## config.mk

```make
export PLATFORM = sky130hd
export DESIGN_NAME = timer_and_watchdog_unit
export DESIGN_NICKNAME = d
export VERILOG_FILES = /design/src/tw_pkg.sv /design/src/timer_and_watchdog_unit.sv /design/src/wd_timeout_ram.sv
export SDC_FILE = /design/constraint.sdc
export NUM_CORES = 2
export LEC_CHECK = 0
export BUFFER_PORTS_ARGS = -buffer_cell sky130_fd_sc_hd__buf_2
export CAP_MARGIN = 5
export CELL_PAD_IN_SITES_DETAIL_PLACEMENT = 0
export CELL_PAD_IN_SITES_GLOBAL_PLACEMENT = 1
export CORE_MARGIN = 4
export CORE_UTILIZATION = 40
export CTS_BUF_LIST = sky130_fd_sc_hd__clkbuf_4 sky130_fd_sc_hd__clkbuf_8
export DETAILED_ROUTE_END_ITERATION = 12
export PLACE_DENSITY_LB_ADDON = 0.05
export SLEW_MARGIN = 10
export SYNTH_ARGS = -nofsm -noshare
export SYNTH_HDL_FRONTEND = slang
export SYNTH_SLANG_ARGS = --single-unit
export TNS_END_PERCENT = 1
```

## constraint.sdc

```tcl
create_clock -name clk_i -period 5.7 [get_ports clk_i]
set_input_delay 0.855 -clock clk_i [delete_from_list [all_inputs] [get_ports clk_i]]
set_output_delay 0.855 -clock clk_i [all_outputs]
set_load 0.01 [all_outputs]
```

## src/tw_pkg.sv

```systemverilog
/*
 * Shared constants of the timer and watchdog unit: register word
 * indices, field positions, reset values and timing figures.
 * Assumes a 50 MHz system clock and a 32-bit Wishbone slave port.
 */
package tw_pkg;
   localparam int          NUM_TIMERS  = 4;
   localparam int          NUM_WDOGS   = 3;
   localparam int          LP_WDOG     = 2;
   localparam int          CLK_HZ      = 50_000_000;
   // word index map (byte address = index * 4)
   localparam logic [2:0]  AREA_TIMER  = 3'h0;
   localparam logic [3:0]  AREA_WDOG   = 4'h2;
   localparam logic [3:0]  AREA_WTMO   = 4'h3;
   localparam logic [2:0]  T_CFG       = 3'h0;
   localparam logic [2:0]  T_LOAD_LO   = 3'h1;
   localparam logic [2:0]  T_LOAD_HI   = 3'h2;
   localparam logic [2:0]  T_ALARM_LO  = 3'h3;
   localparam logic [2:0]  T_ALARM_HI  = 3'h4;
   localparam logic [2:0]  T_CNT_LO    = 3'h5;
   localparam logic [2:0]  T_CNT_HI    = 3'h6;
   localparam logic [2:0]  T_CTRL      = 3'h7;
   localparam logic [1:0]  W_CFG       = 2'h0;
   localparam logic [1:0]  W_FEED      = 2'h1;
   localparam logic [1:0]  W_PROT      = 2'h2;
   localparam logic [1:0]  W_STAT      = 2'h3;
   // timer config fields
   localparam int          TC_EN       = 0;
   localparam int          TC_UP       = 1;
   localparam int          TC_AUTO     = 2;
   localparam int          TC_ALARM    = 3;
   localparam int          TC_EDGE     = 4;
   localparam int          TC_DIV_LSB  = 16;
   localparam int          TK_RELOAD   = 0;
   localparam int          TK_CLR      = 1;
   localparam logic [31:0] TCFG_RST    = 32'h0000_0000;
   // watchdog config fields
   localparam int          WC_EN       = 0;
   localparam int          WC_ACT_LSB  = 4;
   localparam int          WC_ACT_STEP = 4;
   localparam logic [31:0] WCFG_RST    = 32'h0000_0000;
   localparam logic [31:0] WDOG_KEY    = 32'h5A5A_C3C3;
   localparam int          WS_BOOT     = 4;
   localparam int          WS_IRQ      = 8;
   localparam int          WS_LOCK     = 9;
   // stage actions
   localparam logic [2:0]  ACT_NONE    = 3'h0;
   localparam logic [2:0]  ACT_IRQ     = 3'h1;
   localparam logic [2:0]  ACT_CPU     = 3'h2;
   localparam logic [2:0]  ACT_CORE    = 3'h3;
   localparam logic [2:0]  ACT_SYS     = 3'h4;
   // boot guard period
   localparam int          BOOT_TMO_MS  = 1000;
   localparam int          BOOT_TMO_CYC = BOOT_TMO_MS * (CLK_HZ / 1000);
   localparam logic [15:0] DIV_MAX_M1  = 16'hFFFF;
   localparam logic [15:0] DIV_MIN_M1  = 16'h0001;
endpackage : tw_pkg

```

## src/timer_and_watchdog_unit.sv

```systemverilog
/*
 * Four 64-bit prescaled up/down timers and three four-stage watchdogs
 * behind a classic Wishbone slave (32-bit, word addressed).
 * Assumes one 50 MHz clock, synchronous active-high reset, and that
 * boot_from_flash_i is stable when reset is released.
 */
// Functional notes
// - four timers exist, each a 64-bit counter fed by a 16-bit prescaler.
// - each prescaler divides by any ratio from 2 to 65536.
// - each counter counts up or down on every prescaled tick.
// - a timer can be halted and resumed keeping its count.
// - alarm may auto-reload the counter, and software may reload anytime.
// - a timer alarm is signalled as a level or as a one-cycle pulse.
// - there are three watchdogs, two main ones and one low-power one.
// - each watchdog walks four stages, firing actions unless fed or off.
// - a stage action is interrupt, processor, core or system reset.
// - only the low-power watchdog may pick the whole-system reset.
// - each stage has its own timeout and may be disabled on its own.
// - on flash boot the low-power and first main watchdog start alone.
// - watchdog settings are write-protected until a key unlocks them.
// - a flash boot that overruns its period reboots the whole system.
`timescale 1ns/100ps
module timer_and_watchdog_unit
   import tw_pkg::*;
#(
   parameter int BOOT_CYC = BOOT_TMO_CYC
) (
   input  wire logic                  clk_i,
   input  wire logic                  rst_i,
   input  wire logic                  cyc_i,
   input  wire logic                  stb_i,
   input  wire logic                  we_i,
   input  wire logic [9:0]            adr_i,
   input  wire logic [3:0]            sel_i,
   input  wire logic [31:0]           dat_i,
   output logic      [31:0]           dat_o,
   output logic                       ack_o,
   input  wire logic                  boot_from_flash_i,
   output logic      [NUM_TIMERS-1:0] timer_irq_o,
   output logic      [NUM_WDOGS-1:0]  wdog_irq_o,
   output logic                       cpu_reset_o,
   output logic                       core_reset_o,
   output logic                       system_reset_o
);
   typedef enum logic [1:0] {BUS_IDLE, BUS_PEND, BUS_ACK} bus_st_t;

   function automatic logic [31:0] merge(input logic [31:0] old,
                                         input logic [31:0] nw,
                                         input logic [3:0]  sel);
      logic [31:0] r;
      r = old;
      for (int b = 0; b < 4; b++)
      begin
         if (sel[b])
         begin
            r[b*8 +: 8] = nw[b*8 +: 8];
         end
      end
      return r;
   endfunction : merge

   bus_st_t     bus_q;
   logic        req;
   logic        wr;
   logic [7:0]  idx;
   logic        hit_t;
   logic        hit_w;
   logic        hit_m;
   logic [1:0]  sel_t;
   logic [1:0]  sel_w;
   logic [31:0] rd_d;

   assign idx   = adr_i[9:2];
   assign req   = cyc_i & stb_i & (bus_q == BUS_IDLE);
   assign wr    = (bus_q == BUS_ACK) & cyc_i & stb_i & we_i;
   assign hit_t = idx[7:5] == AREA_TIMER;
   assign sel_t = idx[4:3];
   assign sel_w = idx[3:2];
   assign hit_w = (idx[7:4] == AREA_WDOG) & (sel_w != 2'h3);
   assign hit_m = (idx[7:4] == AREA_WTMO) & (sel_w != 2'h3);

   // two-cycle answer: request, then memory read settles, then ack
   always_ff @(posedge clk_i)
   begin
      if (rst_i)
      begin
         bus_q <= BUS_IDLE;
         ack_o <= 1'b0;
      end
      else
      begin
         case (bus_q)
            BUS_IDLE:
            begin
               ack_o <= 1'b0;
               if (req)
               begin
                  bus_q <= BUS_PEND;
               end
            end
            BUS_PEND:
            begin
               bus_q <= BUS_ACK;
               ack_o <= 1'b1;
            end
            BUS_ACK:
            begin
               bus_q <= BUS_IDLE;
               ack_o <= 1'b0;
            end
            default:
            begin
               bus_q <= BUS_IDLE;
               ack_o <= 1'b0;
            end
         endcase
      end
   end

   // timers
   logic [31:0] tcfg_q  [NUM_TIMERS];
   logic [63:0] load_q  [NUM_TIMERS];
   logic [63:0] alarm_q [NUM_TIMERS];
   logic [63:0] cnt_q   [NUM_TIMERS];
   logic [31:0] snap_q  [NUM_TIMERS];
   logic [15:0] div_q   [NUM_TIMERS];
   logic [NUM_TIMERS-1:0] tst_q;

   genvar t;
   generate
      for (t = 0; t < NUM_TIMERS; t++)
      begin : g_tmr
         logic        wsel;
         logic [15:0] ratio_m1;
         logic        tick;
         logic        evt;
         logic        swload;
         logic        clr;
         assign wsel = wr & hit_t & (sel_t == 2'(t));
         assign swload = wsel & (idx[2:0] == T_CTRL) & dat_i[TK_RELOAD];
         assign clr = wsel & (idx[2:0] == T_CTRL) & dat_i[TK_CLR];
         // 0 selects 65536, 1 is raised to the least ratio of 2
         assign ratio_m1 =
            (tcfg_q[t][31:16] == 16'h0000) ? DIV_MAX_M1 :
            (tcfg_q[t][31:16] == 16'h0001) ? DIV_MIN_M1 :
            tcfg_q[t][31:16] - 16'h0001;
         assign tick = tcfg_q[t][TC_EN] & (div_q[t] == ratio_m1);
         assign evt = tick & tcfg_q[t][TC_ALARM] & (cnt_q[t] == alarm_q[t]);

         always_ff @(posedge clk_i)
         begin
            if (rst_i)
            begin
               tcfg_q[t]  <= TCFG_RST;
               load_q[t]  <= 64'h0;
               alarm_q[t] <= 64'h0;
            end
            else if (wsel)
            begin
               case (idx[2:0])
                  T_CFG:      tcfg_q[t] <= merge(tcfg_q[t], dat_i, sel_i);
                  T_LOAD_LO:  load_q[t][31:0] <=
                                 merge(load_q[t][31:0], dat_i, sel_i);
                  T_LOAD_HI:  load_q[t][63:32] <=
                                 merge(load_q[t][63:32], dat_i, sel_i);
                  T_ALARM_LO: alarm_q[t][31:0] <=
                                 merge(alarm_q[t][31:0], dat_i, sel_i);
                  T_ALARM_HI: alarm_q[t][63:32] <=
                                 merge(alarm_q[t][63:32], dat_i, sel_i);
                  default:    tcfg_q[t] <= tcfg_q[t];
               endcase
            end
         end

         // prescaler frozen while halted, so resume keeps the phase
         always_ff @(posedge clk_i)
         begin
            if (rst_i | tick)
            begin
               div_q[t] <= 16'h0000;
            end
            else if (tcfg_q[t][TC_EN])
            begin
               div_q[t] <= div_q[t] + 16'h0001;
            end
         end

         always_ff @(posedge clk_i)
         begin
            if (rst_i)
            begin
               cnt_q[t] <= 64'h0;
            end
            else if (swload)
            begin
               cnt_q[t] <= load_q[t];
            end
            else if (evt & tcfg_q[t][TC_AUTO])
            begin
               cnt_q[t] <= load_q[t];
            end
            else if (tick)
            begin
               cnt_q[t] <= tcfg_q[t][TC_UP] ? cnt_q[t] + 64'h1
                                           : cnt_q[t] - 64'h1;
            end
         end

         // reading the low word freezes the high word for a coherent pair
         always_ff @(posedge clk_i)
         begin
            if (rst_i)
            begin
               snap_q[t] <= 32'h0;
            end
            else if ((bus_q == BUS_PEND) & hit_t & (sel_t == 2'(t))
                     & (idx[2:0] == T_CNT_LO))
            begin
               snap_q[t] <= cnt_q[t][63:32];
            end
         end

         always_ff @(posedge clk_i)
         begin
            if (rst_i)
            begin
               tst_q[t]       <= 1'b0;
               timer_irq_o[t] <= 1'b0;
            end
            else
            begin
               tst_q[t] <= evt | (tst_q[t] & ~clr);
               timer_irq_o[t] <= tcfg_q[t][TC_EDGE] ? evt
                                 : (evt | (tst_q[t] & ~clr));
            end
         end
      end
   endgenerate

   // watchdogs
   logic [31:0] wcfg_q [NUM_WDOGS];
   logic [31:0] wcnt_q [NUM_WDOGS];
   logic [31:0] wtmo_q [NUM_WDOGS];
   logic [1:0]  wstg_q [NUM_WDOGS];
   logic [1:0]  tstg_q [NUM_WDOGS];
   logic [NUM_WDOGS-1:0] tok_q;
   logic [NUM_WDOGS-1:0] lock_q;
   logic [NUM_WDOGS-1:0] boot_q;
   logic [NUM_WDOGS-1:0] fire_cpu;
   logic [NUM_WDOGS-1:0] fire_core;
   logic [NUM_WDOGS-1:0] fire_sys;
   logic        boot_seen_q;
   logic [1:0]  scan_q;
   logic        scan_v_q;
   logic [1:0]  scan_id_q;
   logic [1:0]  scan_stg_q;
   logic        ram_we;
   logic        ram_bus_rd;
   logic [3:0]  ram_raddr;
   logic [31:0] ram_rdata;

   assign ram_we     = wr & hit_m & ~lock_q[sel_w];
   assign ram_bus_rd = req & hit_m;
   assign ram_raddr  = ram_bus_rd ? idx[3:0] : {scan_q, wstg_q[scan_q]};

   wd_timeout_ram #(
      .DW (32),
      .AW (4)
   ) u_tmo_ram (
      .clk_i   (clk_i),
      .we_i    (ram_we),
      .waddr_i (idx[3:0]),
      .wdata_i (dat_i),
      .raddr_i (ram_raddr),
      .rdata_o (ram_rdata)
   );

   // timeouts are fetched round-robin into per-watchdog copies
   always_ff @(posedge clk_i)
   begin
      if (rst_i)
      begin
         scan_q     <= 2'h0;
         scan_v_q   <= 1'b0;
         scan_id_q  <= 2'h0;
         scan_stg_q <= 2'h0;
      end
      else
      begin
         scan_v_q   <= ~ram_bus_rd & ~ram_we;
         scan_id_q  <= scan_q;
         scan_stg_q <= wstg_q[scan_q];
         if (~ram_bus_rd)
         begin
            scan_q <= (scan_q == 2'(NUM_WDOGS - 1)) ? 2'h0
                                                    : scan_q + 2'h1;
         end
      end
   end

   // strap caught on the first clock after reset release
   always_ff @(posedge clk_i)
   begin
      if (rst_i)
      begin
         boot_seen_q <= 1'b0;
      end
      else
      begin
         boot_seen_q <= 1'b1;
      end
   end

   genvar w;
   generate
      for (w = 0; w < NUM_WDOGS; w++)
      begin : g_wd
         logic       wsel;
         logic       feed;
         logic       cfgw;
         logic       expire;
         logic [2:0] act;
         logic [2:0] bact;
         assign wsel = wr & hit_w & (sel_w == 2'(w));
         assign feed = wsel & (idx[1:0] == W_FEED);
         assign cfgw = wsel & (idx[1:0] == W_CFG) & ~lock_q[w];
         assign bact = (w == LP_WDOG) ? ACT_SYS : ACT_CORE;
         assign act = boot_q[w] ? bact
                    : wcfg_q[w][WC_ACT_LSB + WC_ACT_STEP*wstg_q[w] +: 3];
         assign expire = wcfg_q[w][WC_EN] & (boot_q[w]
                  ? (wcnt_q[w] >= 32'(BOOT_CYC))
                  : (tok_q[w] & (tstg_q[w] == wstg_q[w])
                     & (wcnt_q[w] >= wtmo_q[w])));
         assign fire_cpu[w]  = expire & (act == ACT_CPU);
         assign fire_core[w] = expire & (act == ACT_CORE);
         // a main watchdog set to system reset does nothing
         assign fire_sys[w]  = expire & (act == ACT_SYS)
                             & (w == LP_WDOG);

         always_ff @(posedge clk_i)
         begin
            if (rst_i)
            begin
               wcfg_q[w] <= WCFG_RST;
               boot_q[w] <= 1'b0;
            end
            else if (~boot_seen_q)
            begin
               if (boot_from_flash_i & (w != 1))
               begin
                  wcfg_q[w][WC_EN] <= 1'b1;
                  boot_q[w]        <= 1'b1;
               end
            end
            else if (cfgw)
            begin
               wcfg_q[w] <= merge(wcfg_q[w], dat_i, sel_i);
               boot_q[w] <= 1'b0;
            end
         end

         always_ff @(posedge clk_i)
         begin
            if (rst_i)
            begin
               lock_q[w] <= 1'b1;
            end
            else if (wsel & (idx[1:0] == W_PROT))
            begin
               lock_q[w] <= (dat_i != WDOG_KEY);
            end
         end

         always_ff @(posedge clk_i)
         begin
            if (rst_i)
            begin
               tok_q[w]  <= 1'b0;
               wtmo_q[w] <= 32'h0;
               tstg_q[w] <= 2'h0;
            end
            else if (ram_we)
            begin
               tok_q[w] <= 1'b0;
            end
            else if (scan_v_q & (scan_id_q == 2'(w)))
            begin
               tok_q[w]  <= 1'b1;
               wtmo_q[w] <= ram_rdata;
               tstg_q[w] <= scan_stg_q;
            end
         end

         // stage code zero lets the stage pass silently
         always_ff @(posedge clk_i)
         begin
            if (rst_i | feed | cfgw | ~wcfg_q[w][WC_EN])
            begin
               wcnt_q[w] <= 32'h0;
               wstg_q[w] <= 2'h0;
            end
            else if (expire)
            begin
               wcnt_q[w] <= 32'h0;
               wstg_q[w] <= boot_q[w] ? 2'h0 : wstg_q[w] + 2'h1;
            end
            else
            begin
               wcnt_q[w] <= wcnt_q[w] + 32'h1;
            end
         end

         // interrupt level held until the next feed; new expiry wins
         always_ff @(posedge clk_i)
         begin
            if (rst_i)
            begin
               wdog_irq_o[w] <= 1'b0;
            end
            else
            begin
               wdog_irq_o[w] <= (expire & (act == ACT_IRQ))
                              | (wdog_irq_o[w] & ~feed);
            end
         end
      end
   endgenerate

   always_ff @(posedge clk_i)
   begin
      if (rst_i)
      begin
         cpu_reset_o    <= 1'b0;
         core_reset_o   <= 1'b0;
         system_reset_o <= 1'b0;
      end
      else
      begin
         cpu_reset_o    <= |fire_cpu;
         core_reset_o   <= |fire_core;
         system_reset_o <= |fire_sys;
      end
   end

   always_comb
   begin
      rd_d = 32'h0;
      if (hit_t)
      begin
         case (idx[2:0])
            T_CFG:      rd_d = tcfg_q[sel_t];
            T_LOAD_LO:  rd_d = load_q[sel_t][31:0];
            T_LOAD_HI:  rd_d = load_q[sel_t][63:32];
            T_ALARM_LO: rd_d = alarm_q[sel_t][31:0];
            T_ALARM_HI: rd_d = alarm_q[sel_t][63:32];
            T_CNT_LO:   rd_d = cnt_q[sel_t][31:0];
            T_CNT_HI:   rd_d = snap_q[sel_t];
            T_CTRL:     rd_d = {31'h0, tst_q[sel_t]};
            default:    rd_d = 32'h0;
         endcase
      end
      else if (hit_w)
      begin
         case (idx[1:0])
            W_CFG:   rd_d = wcfg_q[sel_w];
            W_STAT:
            begin
               rd_d[1:0]     = wstg_q[sel_w];
               rd_d[WS_BOOT] = boot_q[sel_w];
               rd_d[WS_IRQ]  = wdog_irq_o[sel_w];
               rd_d[WS_LOCK] = lock_q[sel_w];
            end
            default: rd_d = 32'h0;
         endcase
      end
      else if (hit_m)
      begin
         rd_d = ram_rdata;
      end
   end

   always_ff @(posedge clk_i)
   begin
      if (rst_i)
      begin
         dat_o <= 32'h0;
      end
      else if ((bus_q == BUS_PEND) & ~we_i)
      begin
         dat_o <= rd_d;
      end
   end
endmodule : timer_and_watchdog_unit

```

## src/wd_timeout_ram.sv

```systemverilog
/*
 * Small simple dual-port memory holding watchdog stage timeouts.
 * One write port, one read port with registered read data; no reset,
 * contents are undefined until software writes them.
 */
`timescale 1ns/100ps
module wd_timeout_ram #(
   parameter int DW = 32,
   parameter int AW = 4
) (
   input  wire logic          clk_i,
   input  wire logic          we_i,
   input  wire logic [AW-1:0] waddr_i,
   input  wire logic [DW-1:0] wdata_i,
   input  wire logic [AW-1:0] raddr_i,
   output logic      [DW-1:0] rdata_o
);
   logic [DW-1:0] mem_q [2**AW];

   always_ff @(posedge clk_i)
   begin
      if (we_i)
      begin
         mem_q[waddr_i] <= wdata_i;
      end
   end

   always_ff @(posedge clk_i)
   begin
      rdata_o <= mem_q[raddr_i];
   end
endmodule : wd_timeout_ram

```

==> results.yml <==
run_status:
  outcome: "finished, final reports clean"
detailed_routing:
  ant_nets: 0
  finalWirelength_mm: 480.6
  wire_per_inst_um: 33.81
  num_vias: 85010
  drc_errors: 0
  drt_iter0_markers: 11170
  vias_per_cell: 5.980
  firstDrtPassIters: 6
global_routing:
  grt_pass1_vias: 79990
  grt_pass1_wl_mm: 651.4
  grt_usage: 0.3271
  grt_start_max_net_pins: 96
  gr-total-overflow: 0
  antenna_found_initial: 82
synthesis:
  synth_warnings: 0
  yosysMostFrequentCell: "edfxtp_1"
  synth_seq_cells: 1999
  synth-seq-area-share: 0.5331
  syn_avg_cell_area_um2: 11.33
  yosysTopAreaCell: "edfxtp_1"
  ys.flop_type: "edfxtp_1"
  synth_cell_type_count: 103
  synth_top_cell_area_share: 0.5152
  synth_area_leaders: "edfxtp_1, and2_1, mux4_2"
  ys_async_sr_fraction: 0
  ys_top_cells_by_count: "edfxtp_1, and2_1, nand2_1, clkbuf_1, nor2_1"
  synth_cells: 9772
  synth_edf_count: 1900
  syn_area_mm2: 0.1107
clocking:
  cts.sinks: 1999
  clk_latency_ps: 1070
  cts_tree: "built"
  post_cts_buffers: 0
  hold_buffers: 0
  cts_inserted_buffers: 371
  cts_resized: 0
  path_clk_slew_ps: 60
  clk_path_buf_depth: 4
  h-tree-depth: 5
  cts-root-buf: "clkbuf_8"
placed_design:
  hpwl_mm: 356.3
  place_ws_ps: 418.8
  port_buffers: 92
  place_area_mm2: 0.1178
  gp_congestion: 1.049
die:
  rows: 192
  fp.dieH_um: 534.2
  core_mm2: 0.2746
  dieArea_mm2: 0.2854
  initial_core_util: 0.4033
  die_x_um: 534.2
  io_pins: 95
critical_path:
  worstRegToRegCells: 15
  crit_fanout: 13
  cpMostUsedCell: "a21oi_1"
  worst-path-buf-inv: 2
  startpoint: "tcfg_q[1][1]"
  r2r_start: "tcfg_q[1][1]"
  arrival_ps: 6370
  crit_family: "compound AO/OA/AOI/OAI gates"
  max_stage_delay_ps: 800
  end_kind: "flip-flop"
  cp_slowest_cell: "a311oi_1"
  required_ps: 6500
  worstSetupStartpointType: "flip-flop"
  crit_chain: "inv_2 > buf_4 > ha_1 > a21oi_1 > nand3_1 > a21oi_1 > a21oi_1 > nor3_1 > o21bai_1 > a311oi_1 > o211ai_1 > a211oi_1 > o21ai_0 > xnor2_1 > a22o_1"
  critPathKind: "flip-flop to flip-flop"
  crit_end: "cnt_q[1][51]"
  worst_r2r_endpoint: "cnt_q[1][51]"
  path_depth: 15
  rrSetupSlack_ps: 130
pwr:
  p_per_area_mw_per_mm2: 288.5
  p_leak_uw: 0.04622
  peakVddDrop_mv: 0.2816
sta:
  final.setup.tns_ps: 0
  finalHoldViolations: 0
  skew_ps: 66.26
  slew_viol_final: 0
  rsz0062_at_grt: "no"
  setup_ws_ps: 128.7
  slew_headroom: 0.02341
  post-route-period-util: 0.9774
  min_period_ps: 5571
  worstMarginPinSlew_ps: 1455
  finalSetupViolCount: 0
  fmax_ghz: 0.1795
finish:
  design_area_mm2: 0.1254
  nets: 10610
  drive_gt1_frac: 0.1408
  area_growth_pct: 13.19
run:
  maxCapViolations: 0
hold_path:
  hold_class: "input pin to flip-flop"
metrics by stage:
stage	total power, µW	hold slack [ps]	instances	utilization
final	36170	188.3	14220	0.4565
after global routing	37340	127.6	14180	0.4562
after CTS	36280	48.87	14170	0.4561
after detailed placement	21970	458.7	13500	0.4290
after global placement	21940	442.6	13500	0.4288
after floorplan	19670	422.0	9994	-
where the power goes:
part | internal [µW] | switching [µW] | total (µW)
logic | 1440 | 3010 | 4460
clock network | 7770 | 6560 | 14300
registers | 16600 | 757 | 17400
total | 25800 | 10300 | 36200
sequential cells by signal, summed over array words and instances (netlist names), 96 cells and up, named ones only:
name and cells:
u_tmo_ram.mem_q 512, alarm_q 256, cnt_q 256, load_q 256, snap_q 128, tcfg_q 128
wcfg_q 96, wcnt_q 96, wtmo_q 96
placed cells by master (no fill, tap or decap), types with 27 or more instances in the layout:
cell type,count
nand4_1,164
nand3_1,235
and2_1,1113
a311oi_1,103
ha_1,366
a21o_1,163
nor2b_1,56
buf_12,37
clkbuf_8,387
nand2b_1,58
nor2_1,474
o211ai_1,65
a21oi_1,482
o31ai_1,27
mux2i_1,45
a22oi_1,63
edfxtp_1,1900
a31oi_1,107
a22o_1,81
clkinv_2,33
buf_2,88
nor4_1,69
conb_1,224
dfxtp_1,99
o21bai_1,52
a211oi_1,201
and3_1,71
o21a_1,40
clkinv_1,77
xor2_1,325
nor3_1,83
o21ai_0,393
nand2_1,984
clkbuf_4,141
buf_4,302
diode_2,43
inv_1,244
xnor2_1,351
mux4_2,234
mux2_2,65
worst min-delay path by stage:
stage	from	endpoint	depth (start not counted)	slack, ps
after floorplan	tok_q[0]	tok_q[0]	2	420
after global placement	tok_q[0]	tok_q[0]	2	440
after detailed placement	tok_q[1]	tok_q[1]	2	460
after CTS	dat_i[29]	wcfg_q[1][29]	2	50
after global routing	dat_i[29]	wcfg_q[1][29]	2	130
final	dat_i[29]	wcfg_q[1][29]	2	190
cell families (layout without fill, tap and decap cells):
family                     Yosys count  in the layout  share of synthesized area
other                                2            267                 0.00006781
AOI/OAI and AO/OA                 2008           2008                     0.1191
and+or+nand+nor                   3505           3505                     0.1635
xor gates and xnor gates           676            676                    0.05346
DFF                               1999           1999                     0.5331
buffers and inverters              864           1356                    0.03005
adders and majority gates          372            372                    0.04230
muxes                              346            346                    0.05844
cell type report:
class / instances / area, µm²
antenna: 43 / 107.6
clock buffer: 528 / 6385
clock inverter: 146 / 1059
fill: 25660 / 149200
inverter: 250 / 943.4
multi-input combinational: 7131 / 49700
sequential: 1999 / 59040
tap: 3686 / 4612
timing repair buffer: 432 / 3516
routing by layer:
metal / track usage / routed length (µm) / up-vias
met4: 0.1462 / 24630 / 20
met5: 0 / 322 / -
met3: 0.09238 / 51140 / 771
met2: 0.4687 / 200600 / 4304
met1: 0.4600 / 203900 / 43000
li1: - / - / 36910
No activity file was read; power rests on OpenSTA's default activity.
